**config.mk**
```make
export PLATFORM = sky130hd
export DESIGN_NAME = gtc_timer
export DESIGN_NICKNAME = d
export VERILOG_FILES = /design/src/rtl/gtc_prescaler.v /design/src/rtl/gtc_timer.v
export VERILOG_INCLUDE_DIRS = /design/src /design/src/rtl
export SDC_FILE = /design/constraint.sdc
export NUM_CORES = 1
export LEC_CHECK = 0
export ABC_AREA = 1
export BUFFER_PORTS_ARGS = -buffer_cell sky130_fd_sc_hd__buf_2
export CAP_MARGIN = 15
export CORE_MARGIN = 2
export CORE_UTILIZATION = 50
export CTS_BUF_LIST = sky130_fd_sc_hd__clkbuf_4 sky130_fd_sc_hd__clkbuf_8 sky130_fd_sc_hd__clkbuf_16
export DETAILED_ROUTE_END_ITERATION = 6
export GPL_TIMING_DRIVEN = 1
export PLACE_DENSITY = 0.69
export SYNTH_ARGS = -nofsm -noshare
export SYNTH_HDL_FRONTEND = slang
export SYNTH_SLANG_ARGS = --single-unit
```
**constraint.sdc**
```tcl
create_clock -name mclk -period 1.5 [get_ports mclk]
set_input_delay 0.225 -clock mclk [delete_from_list [all_inputs] [get_ports mclk]]
set_output_delay 0.225 -clock mclk [all_outputs]
set_load 0.01 [all_outputs]
```
**src/rtl/gtc_regs.vh**
```
// Register offsets, field positions and constants of the gated timer/counter
`ifndef GTC_REGS_VH
`define GTC_REGS_VH

`define GTC_ADDR_W 3
`define GTC_A_COUNT_LOW 3'h0
`define GTC_A_COUNT_HIGH 3'h1
`define GTC_A_TIMER_CTRL 3'h2
`define GTC_A_GATE_CTRL 3'h3
`define GTC_A_INT_STATUS 3'h4
`define GTC_A_INT_MASK 3'h5

// timer_control_reg fields
`define GTC_CS_HI 7
`define GTC_CS_LO 6
`define GTC_PS_HI 5
`define GTC_PS_LO 4
`define GTC_OSCEN_BIT 3
`define GTC_SYNCDIS_BIT 2
`define GTC_RUN_BIT 0
`define GTC_TCTRL_MASK 8'hfd

// gate_control_reg fields
`define GTC_GATE_EN_BIT 7
`define GTC_GATE_POL_BIT 6
`define GTC_GCTRL_MASK 8'hc0

// Status and mask fields
`define GTC_ST_OVF_BIT 0
`define GTC_ST_WAKE_BIT 1
`define GTC_ST_MASK 8'h03

// Clock select codes
`define GTC_CS_INSTR 2'h0
`define GTC_CS_SYSCLK 2'h1
`define GTC_CS_EXT 2'h2
`define GTC_CS_CAPOSC 2'h3

// Prescale codes
`define GTC_PS_DIV1 2'h0
`define GTC_PS_DIV2 2'h1
`define GTC_PS_DIV4 2'h2
`define GTC_PS_DIV8 2'h3

// Instruction cycle is four system clocks
`define GTC_INSTR_LAST 2'h3

`define GTC_BYTE_ZERO 8'h00
`define GTC_COUNT_ZERO 16'h0000
`define GTC_COUNT_ALL1 16'hffff
`define GTC_COUNT_ONE 16'h0001
`define GTC_PRE_ZERO 3'h0
`define GTC_PRE_ONE 3'h1
`define GTC_PRE_LAST1 3'h0
`define GTC_PRE_LAST2 3'h1
`define GTC_PRE_LAST4 3'h3
`define GTC_PRE_LAST8 3'h7

`endif

```
**src/rtl/gtc_prescaler.v**
```verilog
// Prescale counter dividing source ticks by 1, 2, 4 or 8
`timescale 1ns/1ps
`include "gtc_regs.vh"

module gtc_prescaler (
    input wire mclk,
    input wire reset,
    input wire clear,
    input wire tick_in,
    input wire [1:0] ratio_sel,
    output wire tick_out
);
    reg [2:0] pre_r;
    reg [2:0] pre_nxt;
    reg [2:0] last;

    always @* begin
        case (ratio_sel)
            `GTC_PS_DIV1: last = `GTC_PRE_LAST1;
            `GTC_PS_DIV2: last = `GTC_PRE_LAST2;
            `GTC_PS_DIV4: last = `GTC_PRE_LAST4;
            default: last = `GTC_PRE_LAST8;
        endcase
    end

    // Counter is hidden from software and cleared by count writes
    assign tick_out = tick_in && !clear && (pre_r == last); // [RQ10]

    always @* begin
        pre_nxt = pre_r;
        if (clear) begin
            pre_nxt = `GTC_PRE_ZERO; // [RQ11]
        end else if (tick_in) begin
            if (pre_r == last) begin
                pre_nxt = `GTC_PRE_ZERO;
            end else begin
                pre_nxt = pre_r + `GTC_PRE_ONE; // [RQ10]
            end
        end
    end

    always @(posedge mclk or posedge reset) begin
        if (reset) begin
            pre_r <= `GTC_PRE_ZERO;
        end else begin
            pre_r <= pre_nxt;
        end
    end
endmodule

```
**src/rtl/gtc_timer.v**
```verilog
// Gated sixteen-bit timer/counter with register port and overflow interrupt
// Functional notes
// (RQ1) The count is a 16-bit up-counter seen by software as a high and a low byte.
// (RQ2) Writing either count byte replaces that byte of the live count at once.
// (RQ3) With the instruction clock chosen the count advances once per instruction cycle.
// (RQ4) With an internal source the count steps at multiples of the system clock period.
// (RQ5) With an external source the count steps on rising edges of the pin or oscillator.
// (RQ6) External sources run either resynchronised or without resynchronisation.
// (RQ7) Run bit clear stops the timer; run set with gate enable clear always counts.
// (RQ8) The clock select field and oscillator enable choose the count source.
// (RQ9) In counter mode a falling edge must be seen before the first counted rising edge.
// (RQ10) The prescale field divides the chosen source by 1, 2, 4 or 8.
// (RQ11) The prescale counter is hidden and is cleared by any count byte write.
// (RQ12) Overflow raises an interrupt and in asynchronous external mode can wake the core.
// (RQ13) The sync disable bit makes the external input skip resynchronisation.
// (RQ14) In gated mode the count advances only while the gate is active, else it holds.
// (RQ15) The overflow flag sets on the wrap from all ones to zero and stays until cleared.
`timescale 1ns/1ps
`include "gtc_regs.vh"

module gtc_timer (
    input wire mclk,
    input wire reset,
    input wire [2:0] reg_addr,
    input wire [7:0] reg_wdata,
    input wire reg_wr,
    input wire reg_rd,
    output reg [7:0] reg_rdata,
    input wire external_count_pin,
    input wire cap_osc_in,
    input wire crystal_input_pin,
    output reg crystal_output_pin,
    input wire gate_input,
    input wire sleep_mode,
    output reg irq,
    output reg wake
);
    localparam ST_IDLE = 2'b01;
    localparam ST_ARMED = 2'b10;

    reg [15:0] count_r;
    reg [15:0] count_nxt;
    reg [7:0] timer_control_reg;
    reg [7:0] gate_control_reg;
    reg [7:0] int_status_r;
    reg [7:0] int_status_nxt;
    reg [7:0] int_mask_r;
    reg [1:0] instr_phase_r;
    reg ext_sync1_r;
    reg ext_sync2_r;
    reg ext_prev_r;
    reg [1:0] arm_state_r;
    reg [1:0] arm_state_nxt;
    reg run_prev_r;

    wire [1:0] clock_select_field;
    wire [1:0] prescale_select_field;
    wire crystal_osc_enable;
    wire sync_disable_bit;
    wire run_bit;
    wire gate_enable_bit;
    wire gate_polarity_bit;
    wire ext_raw;
    wire ext_level;
    wire ext_rise;
    wire ext_fall;
    wire is_external;
    wire count_write;
    wire gate_open;
    wire count_enable;
    wire src_tick;
    wire pre_tick;
    wire inc;
    wire overflow;
    wire wake_event;

    // Decodes whether a write or read hits a given register
    function hit;
        input [2:0] addr;
        input [2:0] target;
        input strobe;
        begin
            hit = strobe && (addr == target);
        end
    endfunction

    assign clock_select_field = timer_control_reg[`GTC_CS_HI:`GTC_CS_LO];
    assign prescale_select_field = timer_control_reg[`GTC_PS_HI:`GTC_PS_LO];
    assign crystal_osc_enable = timer_control_reg[`GTC_OSCEN_BIT];
    assign sync_disable_bit = timer_control_reg[`GTC_SYNCDIS_BIT];
    assign run_bit = timer_control_reg[`GTC_RUN_BIT];
    assign gate_enable_bit = gate_control_reg[`GTC_GATE_EN_BIT];
    assign gate_polarity_bit = gate_control_reg[`GTC_GATE_POL_BIT];

    // External source choice: pin, crystal circuit or capacitive oscillator
    assign ext_raw = (clock_select_field == `GTC_CS_CAPOSC) ? cap_osc_in :
        (crystal_osc_enable ? crystal_input_pin : external_count_pin); // [RQ8]
    assign is_external = clock_select_field[1];

    // Bypass trades metastability margin for counting while the core sleeps
    assign ext_level = sync_disable_bit ? ext_raw : ext_sync2_r; // [RQ6] [RQ13]
    assign ext_rise = ext_level && !ext_prev_r;
    assign ext_fall = !ext_level && ext_prev_r;

    assign count_write = hit(reg_addr, `GTC_A_COUNT_LOW, reg_wr) ||
        hit(reg_addr, `GTC_A_COUNT_HIGH, reg_wr);

    // Gate active level follows the polarity bit
    assign gate_open = (gate_input == gate_polarity_bit); // [RQ14]
    assign count_enable = run_bit && (!gate_enable_bit || gate_open); // [RQ7] [RQ14]

    always @* begin
        arm_state_nxt = arm_state_r;
        case (arm_state_r)
            ST_IDLE: begin
                if (ext_fall) begin
                    arm_state_nxt = ST_ARMED; // [RQ9]
                end
            end
            ST_ARMED: begin
                arm_state_nxt = ST_ARMED;
            end
            default: begin
                arm_state_nxt = ST_IDLE;
            end
        endcase
        // Enable, count write or disable each demand a fresh falling edge
        if (count_write || !run_bit || (run_bit && !run_prev_r)) begin
            arm_state_nxt = ST_IDLE; // [RQ9]
        end
    end

    assign src_tick = (clock_select_field == `GTC_CS_SYSCLK) ? 1'b1 : // [RQ4] [RQ8]
        (clock_select_field == `GTC_CS_INSTR) ? (instr_phase_r == `GTC_INSTR_LAST) : // [RQ3]
        (ext_rise && (arm_state_r == ST_ARMED)); // [RQ5] [RQ9]

    gtc_prescaler u_pre (
        .mclk(mclk),
        .reset(reset),
        .clear(count_write),
        .tick_in(src_tick && count_enable),
        .ratio_sel(prescale_select_field),
        .tick_out(pre_tick)
    );

    // A count write takes the cycle; no increment collides with it
    assign inc = pre_tick && count_enable && !count_write;
    assign overflow = inc && (count_r == `GTC_COUNT_ALL1); // [RQ15]
    // Wake only when an unsynchronised external source keeps counting in sleep
    assign wake_event = overflow && is_external && sync_disable_bit && sleep_mode; // [RQ12]

    always @* begin
        count_nxt = count_r;
        if (hit(reg_addr, `GTC_A_COUNT_LOW, reg_wr)) begin
            count_nxt = {count_r[15:8], reg_wdata}; // [RQ2]
        end else if (hit(reg_addr, `GTC_A_COUNT_HIGH, reg_wr)) begin
            count_nxt = {reg_wdata, count_r[7:0]}; // [RQ2]
        end else if (inc) begin
            count_nxt = count_r + `GTC_COUNT_ONE; // [RQ1]
        end
    end

    always @* begin
        int_status_nxt = int_status_r;
        if (hit(reg_addr, `GTC_A_INT_STATUS, reg_rd)) begin
            int_status_nxt = `GTC_BYTE_ZERO;
        end
        // Set wins over the read clear
        if (overflow) begin
            int_status_nxt[`GTC_ST_OVF_BIT] = 1'b1; // [RQ12] [RQ15]
        end
        if (wake_event) begin
            int_status_nxt[`GTC_ST_WAKE_BIT] = 1'b1; // [RQ12]
        end
    end

    always @(posedge mclk or posedge reset) begin
        if (reset) begin
            instr_phase_r <= 2'h0;
            ext_sync1_r <= 1'b0;
            ext_sync2_r <= 1'b0;
            ext_prev_r <= 1'b0;
            arm_state_r <= ST_IDLE;
            run_prev_r <= 1'b0;
        end else begin
            instr_phase_r <= instr_phase_r + 2'h1; // [RQ3]
            ext_sync1_r <= ext_raw; // [RQ6]
            ext_sync2_r <= ext_sync1_r;
            ext_prev_r <= ext_level;
            arm_state_r <= arm_state_nxt;
            run_prev_r <= run_bit;
        end
    end

    always @(posedge mclk or posedge reset) begin
        if (reset) begin
            count_r <= `GTC_COUNT_ZERO;
            timer_control_reg <= `GTC_BYTE_ZERO;
            gate_control_reg <= `GTC_BYTE_ZERO;
            int_status_r <= `GTC_BYTE_ZERO;
            int_mask_r <= `GTC_BYTE_ZERO;
        end else begin
            count_r <= count_nxt;
            int_status_r <= int_status_nxt;
            if (hit(reg_addr, `GTC_A_TIMER_CTRL, reg_wr)) begin
                timer_control_reg <= reg_wdata & `GTC_TCTRL_MASK;
            end
            if (hit(reg_addr, `GTC_A_GATE_CTRL, reg_wr)) begin
                gate_control_reg <= reg_wdata & `GTC_GCTRL_MASK;
            end
            if (hit(reg_addr, `GTC_A_INT_MASK, reg_wr)) begin
                int_mask_r <= reg_wdata & `GTC_ST_MASK;
            end
        end
    end

    // Read data valid in the cycle after the strobe only
    always @(posedge mclk or posedge reset) begin
        if (reset) begin
            reg_rdata <= `GTC_BYTE_ZERO;
        end else if (reg_rd) begin
            case (reg_addr)
                `GTC_A_COUNT_LOW: reg_rdata <= count_r[7:0]; // [RQ1]
                `GTC_A_COUNT_HIGH: reg_rdata <= count_r[15:8]; // [RQ1]
                `GTC_A_TIMER_CTRL: reg_rdata <= timer_control_reg;
                `GTC_A_GATE_CTRL: reg_rdata <= gate_control_reg;
                `GTC_A_INT_STATUS: reg_rdata <= int_status_r;
                `GTC_A_INT_MASK: reg_rdata <= int_mask_r;
                default: reg_rdata <= `GTC_BYTE_ZERO;
            endcase
        end else begin
            reg_rdata <= `GTC_BYTE_ZERO;
        end
    end

    // Level outputs from flops; updated on the same edge as the status
    always @(posedge mclk or posedge reset) begin
        if (reset) begin
            irq <= 1'b0;
            wake <= 1'b0;
            crystal_output_pin <= 1'b0;
        end else begin
            irq <= |(int_status_nxt & int_mask_r); // [RQ12]
            wake <= int_status_nxt[`GTC_ST_WAKE_BIT] && int_mask_r[`GTC_ST_WAKE_BIT];
            // Amplifier output is the inverted crystal input while enabled
            crystal_output_pin <= crystal_osc_enable && !crystal_input_pin;
        end
    end
endmodule

```
==> metrics.txt <==
fin. max-slew vios=0; Die ar.=0.00652 sq mm; Power Density=1250 mW/mm^2; layout cells sized above 1=0.350; drt wl/cell=14.3 um; metal3 WL=293 um; Die Y=80.8 um; length of the first detailed-routing pass in iterations=4; CORE AREA=0.00561 sq mm; final wirelength=7220 um; dpl hpwl=5630 um; max cap viols=0; vias in the first global route=2533; CP bufs+invs=1; beginning of the worst register-to-register path=arm_state_r[0]; H-tree depth=2; CTS tree=done; endpoints failing setup=22; final core utilization=0.668; clock network latency to the later pin of the worst-skew pair=0.31 ns; GR Overflow Total=0; initial core utilization=0.525; row count=27; largest net degree at the start of global routing=24; Tot Pwr=0.00469 W; n_diodes=0; most frequent cells in the layout=nand2_1, dfrtp_1, buf_4, inv_1, buf_2; CP Launch Type=flip-flop; critical path, cell by cell=inv_2 -> ha_4 -> nor3b_2 -> nand3_1 -> nand2_2 -> nand2_4 -> nor2_8 -> nand2_8 -> nand2_8 -> nand2_1 -> nand2_1; fmax=607 MHz; VDD IR-drop max=0.651 mV; Layout Nets=456; Mean Syn Cell Area=8.39 sq um; kind of critical path=reg -> reg; vias per cell=5.16; critical-path maximum fanout=8; die width=80.8 um; Slowest cell on crit path=dfstp_2; Period minus WS final=1.65 ns; Area Growth Syn to Fin=27.1%; final worst slack=-0.147 ns; failing checks=setup timing; Root Driver=clkbuf_8; Iteration-0 DRC Markers=185; Synthesized Nets=376; max layer used=met4; first-pass GRT wire length=12100 um; Residual DRC=0; slew at the pin with the worst max-slew slack=0.469 ns; Post-Place Worst Slack=-0.164 ns; Mapped Area=0.00295 sq mm; register bit total from synthesis=51; max reg flops=16; clk_skew=0.00991 ns; antenna-violating nets left=0; hold wc startpoint=reg_rd; antenna violations before repair=0; arrival time of the worst setup path=1.85 ns; Warnings, synthesis=0; Synth Flop Type=dfrtp_1; Hold Crit Class=in -> reg; Period Utilization, post-route=1.10; outcome=finished with violations; met2 wire length=3520 um; post-synth cell types=39; CP max stage delay=0.56 ns; Post-synth EDFFs=0; clock sink count=51; num ports=31; CP Capture Type=flip-flop; CTS Buf Count=5; Final GP Congestion=0.907; CTS Buffer Depth=2; Seq/Total Area, Yosys=0.434; Hold Vio Cnt, Final=0; async set or reset register ratio after synthesis=1.00; via count=2601; overall routing resource usage=0.242; RSZ-0062 raised after global routing=yes; commonest non-fill, non-tap cell in the layout=nand2_1; CP delay by family, top=simple AND/OR/NAND/NOR gates; PortBufs=30; Relative slew margins=0.687; met1 WL=3250 um; leakage=1.95 nW; crit path from=arm_state_r[0]; CP required=1.71 ns; Mapped Cells=351; Clk pin slew, worst setup/hold paths=0.10 ns
[worst paths after layout]
check	end	slack [ns]	cells after the start
max	count_r[8]	-0.15	11
min	reg_rdata[2]	0.18	3
max reg2reg	count_r[8]	-0.15	11
min reg2reg	ext_sync2_r	0.36	0
max in group asynchronous	count_r[3]	0.41	4
min in group asynchronous	reg_rdata[7]	0.47	3
[worst min-delay path, delay by kind of cell]
kind,cells,cell delay [ns]
buffers and inverters,2,0.17
and+or+nand+nor,1,0.06
[layout make-up]
class                   count  area (sq um)
fillers                   449          1860
well taps                  72          90.1
inverters                  44           168
multi-input cells         252          1580
repair buffers             77           518
flip-flops and latches     51          1280
clock inverters             3          43.8
clock buffers               5          68.8
[logic make-up (layout without fill, tap and decap cells)]
group	count (synthesis)	in the layout	share of synthesized area
and+or+nand+nor	185	186	0.341
DFF	51	51	0.434
buffers and inverters	49	129	0.0692
AOI/OAI and AO/OA	47	47	0.0938
xor gates and xnor gates	14	14	0.0416
adders and majority gates	5	5	0.0212
[metrics by stage]
stage,TNS (ns),area (sq um),cells,hold WS [ns]
5_1_grt,-4.43,3740,504,0.191
4_1_cts,-2.39,3680,503,0.180
3_3_place_gp,-2.22,3490,491,0.264
6_report,-2.75,3740,504,0.178
2_1_floorplan,-0.723,2950,351,0.329
3_5_place_dp,-3.08,3490,491,0.273
[per-layer routing]
layer  GRT usage  vias up
li1            -     1301
met1       0.320     1225
met2       0.408       64
met3      0.0356       11
met4      0.0814        0
met5           0        -
[power breakdown]
part	internal (W)	leakage (nW)	switching (W)	total, W
combinational	0.000780	1.22	0.000966	0.00175
sequential	0.00168	0.666	0.000302	0.00198
clock	0.000497	0.0581	0.000469	0.000966
[synthesized netlist by cell type (4+ instances only)]
cell type	instances	area share
nand2_1	102	0.13
dfrtp_1	50	0.42
inv_1	36	0.046
nand3_1	29	0.049
o21ai_0	28	0.048
nand3_2	12	0.041
nor2_1	11	0.014
o22ai_1	8	0.017
xor2_1	8	0.024
inv_2	7	0.0089
xnor2_1	6	0.018
ha_1	5	0.021
nor2_2	5	0.011
nand2_4	4	0.015
nand2_8	4	0.027
nor3_1	4	0.0068
[timing repair]
| action | CTS | global route |
|---|---|---|
| setup buffers | 2 | 1 |
| endpoints found under the hold margin | 20 | 0 |
| endpoints found under the setup margin | 23 | 23 |
| gates cloned | 1 | 0 |
| pin swaps | 4 | 4 |
| hold buffers | 1 | 0 |
| gates resized for setup | 10 | 15 |
Note: power is estimated with default switching activity, not from simulation.
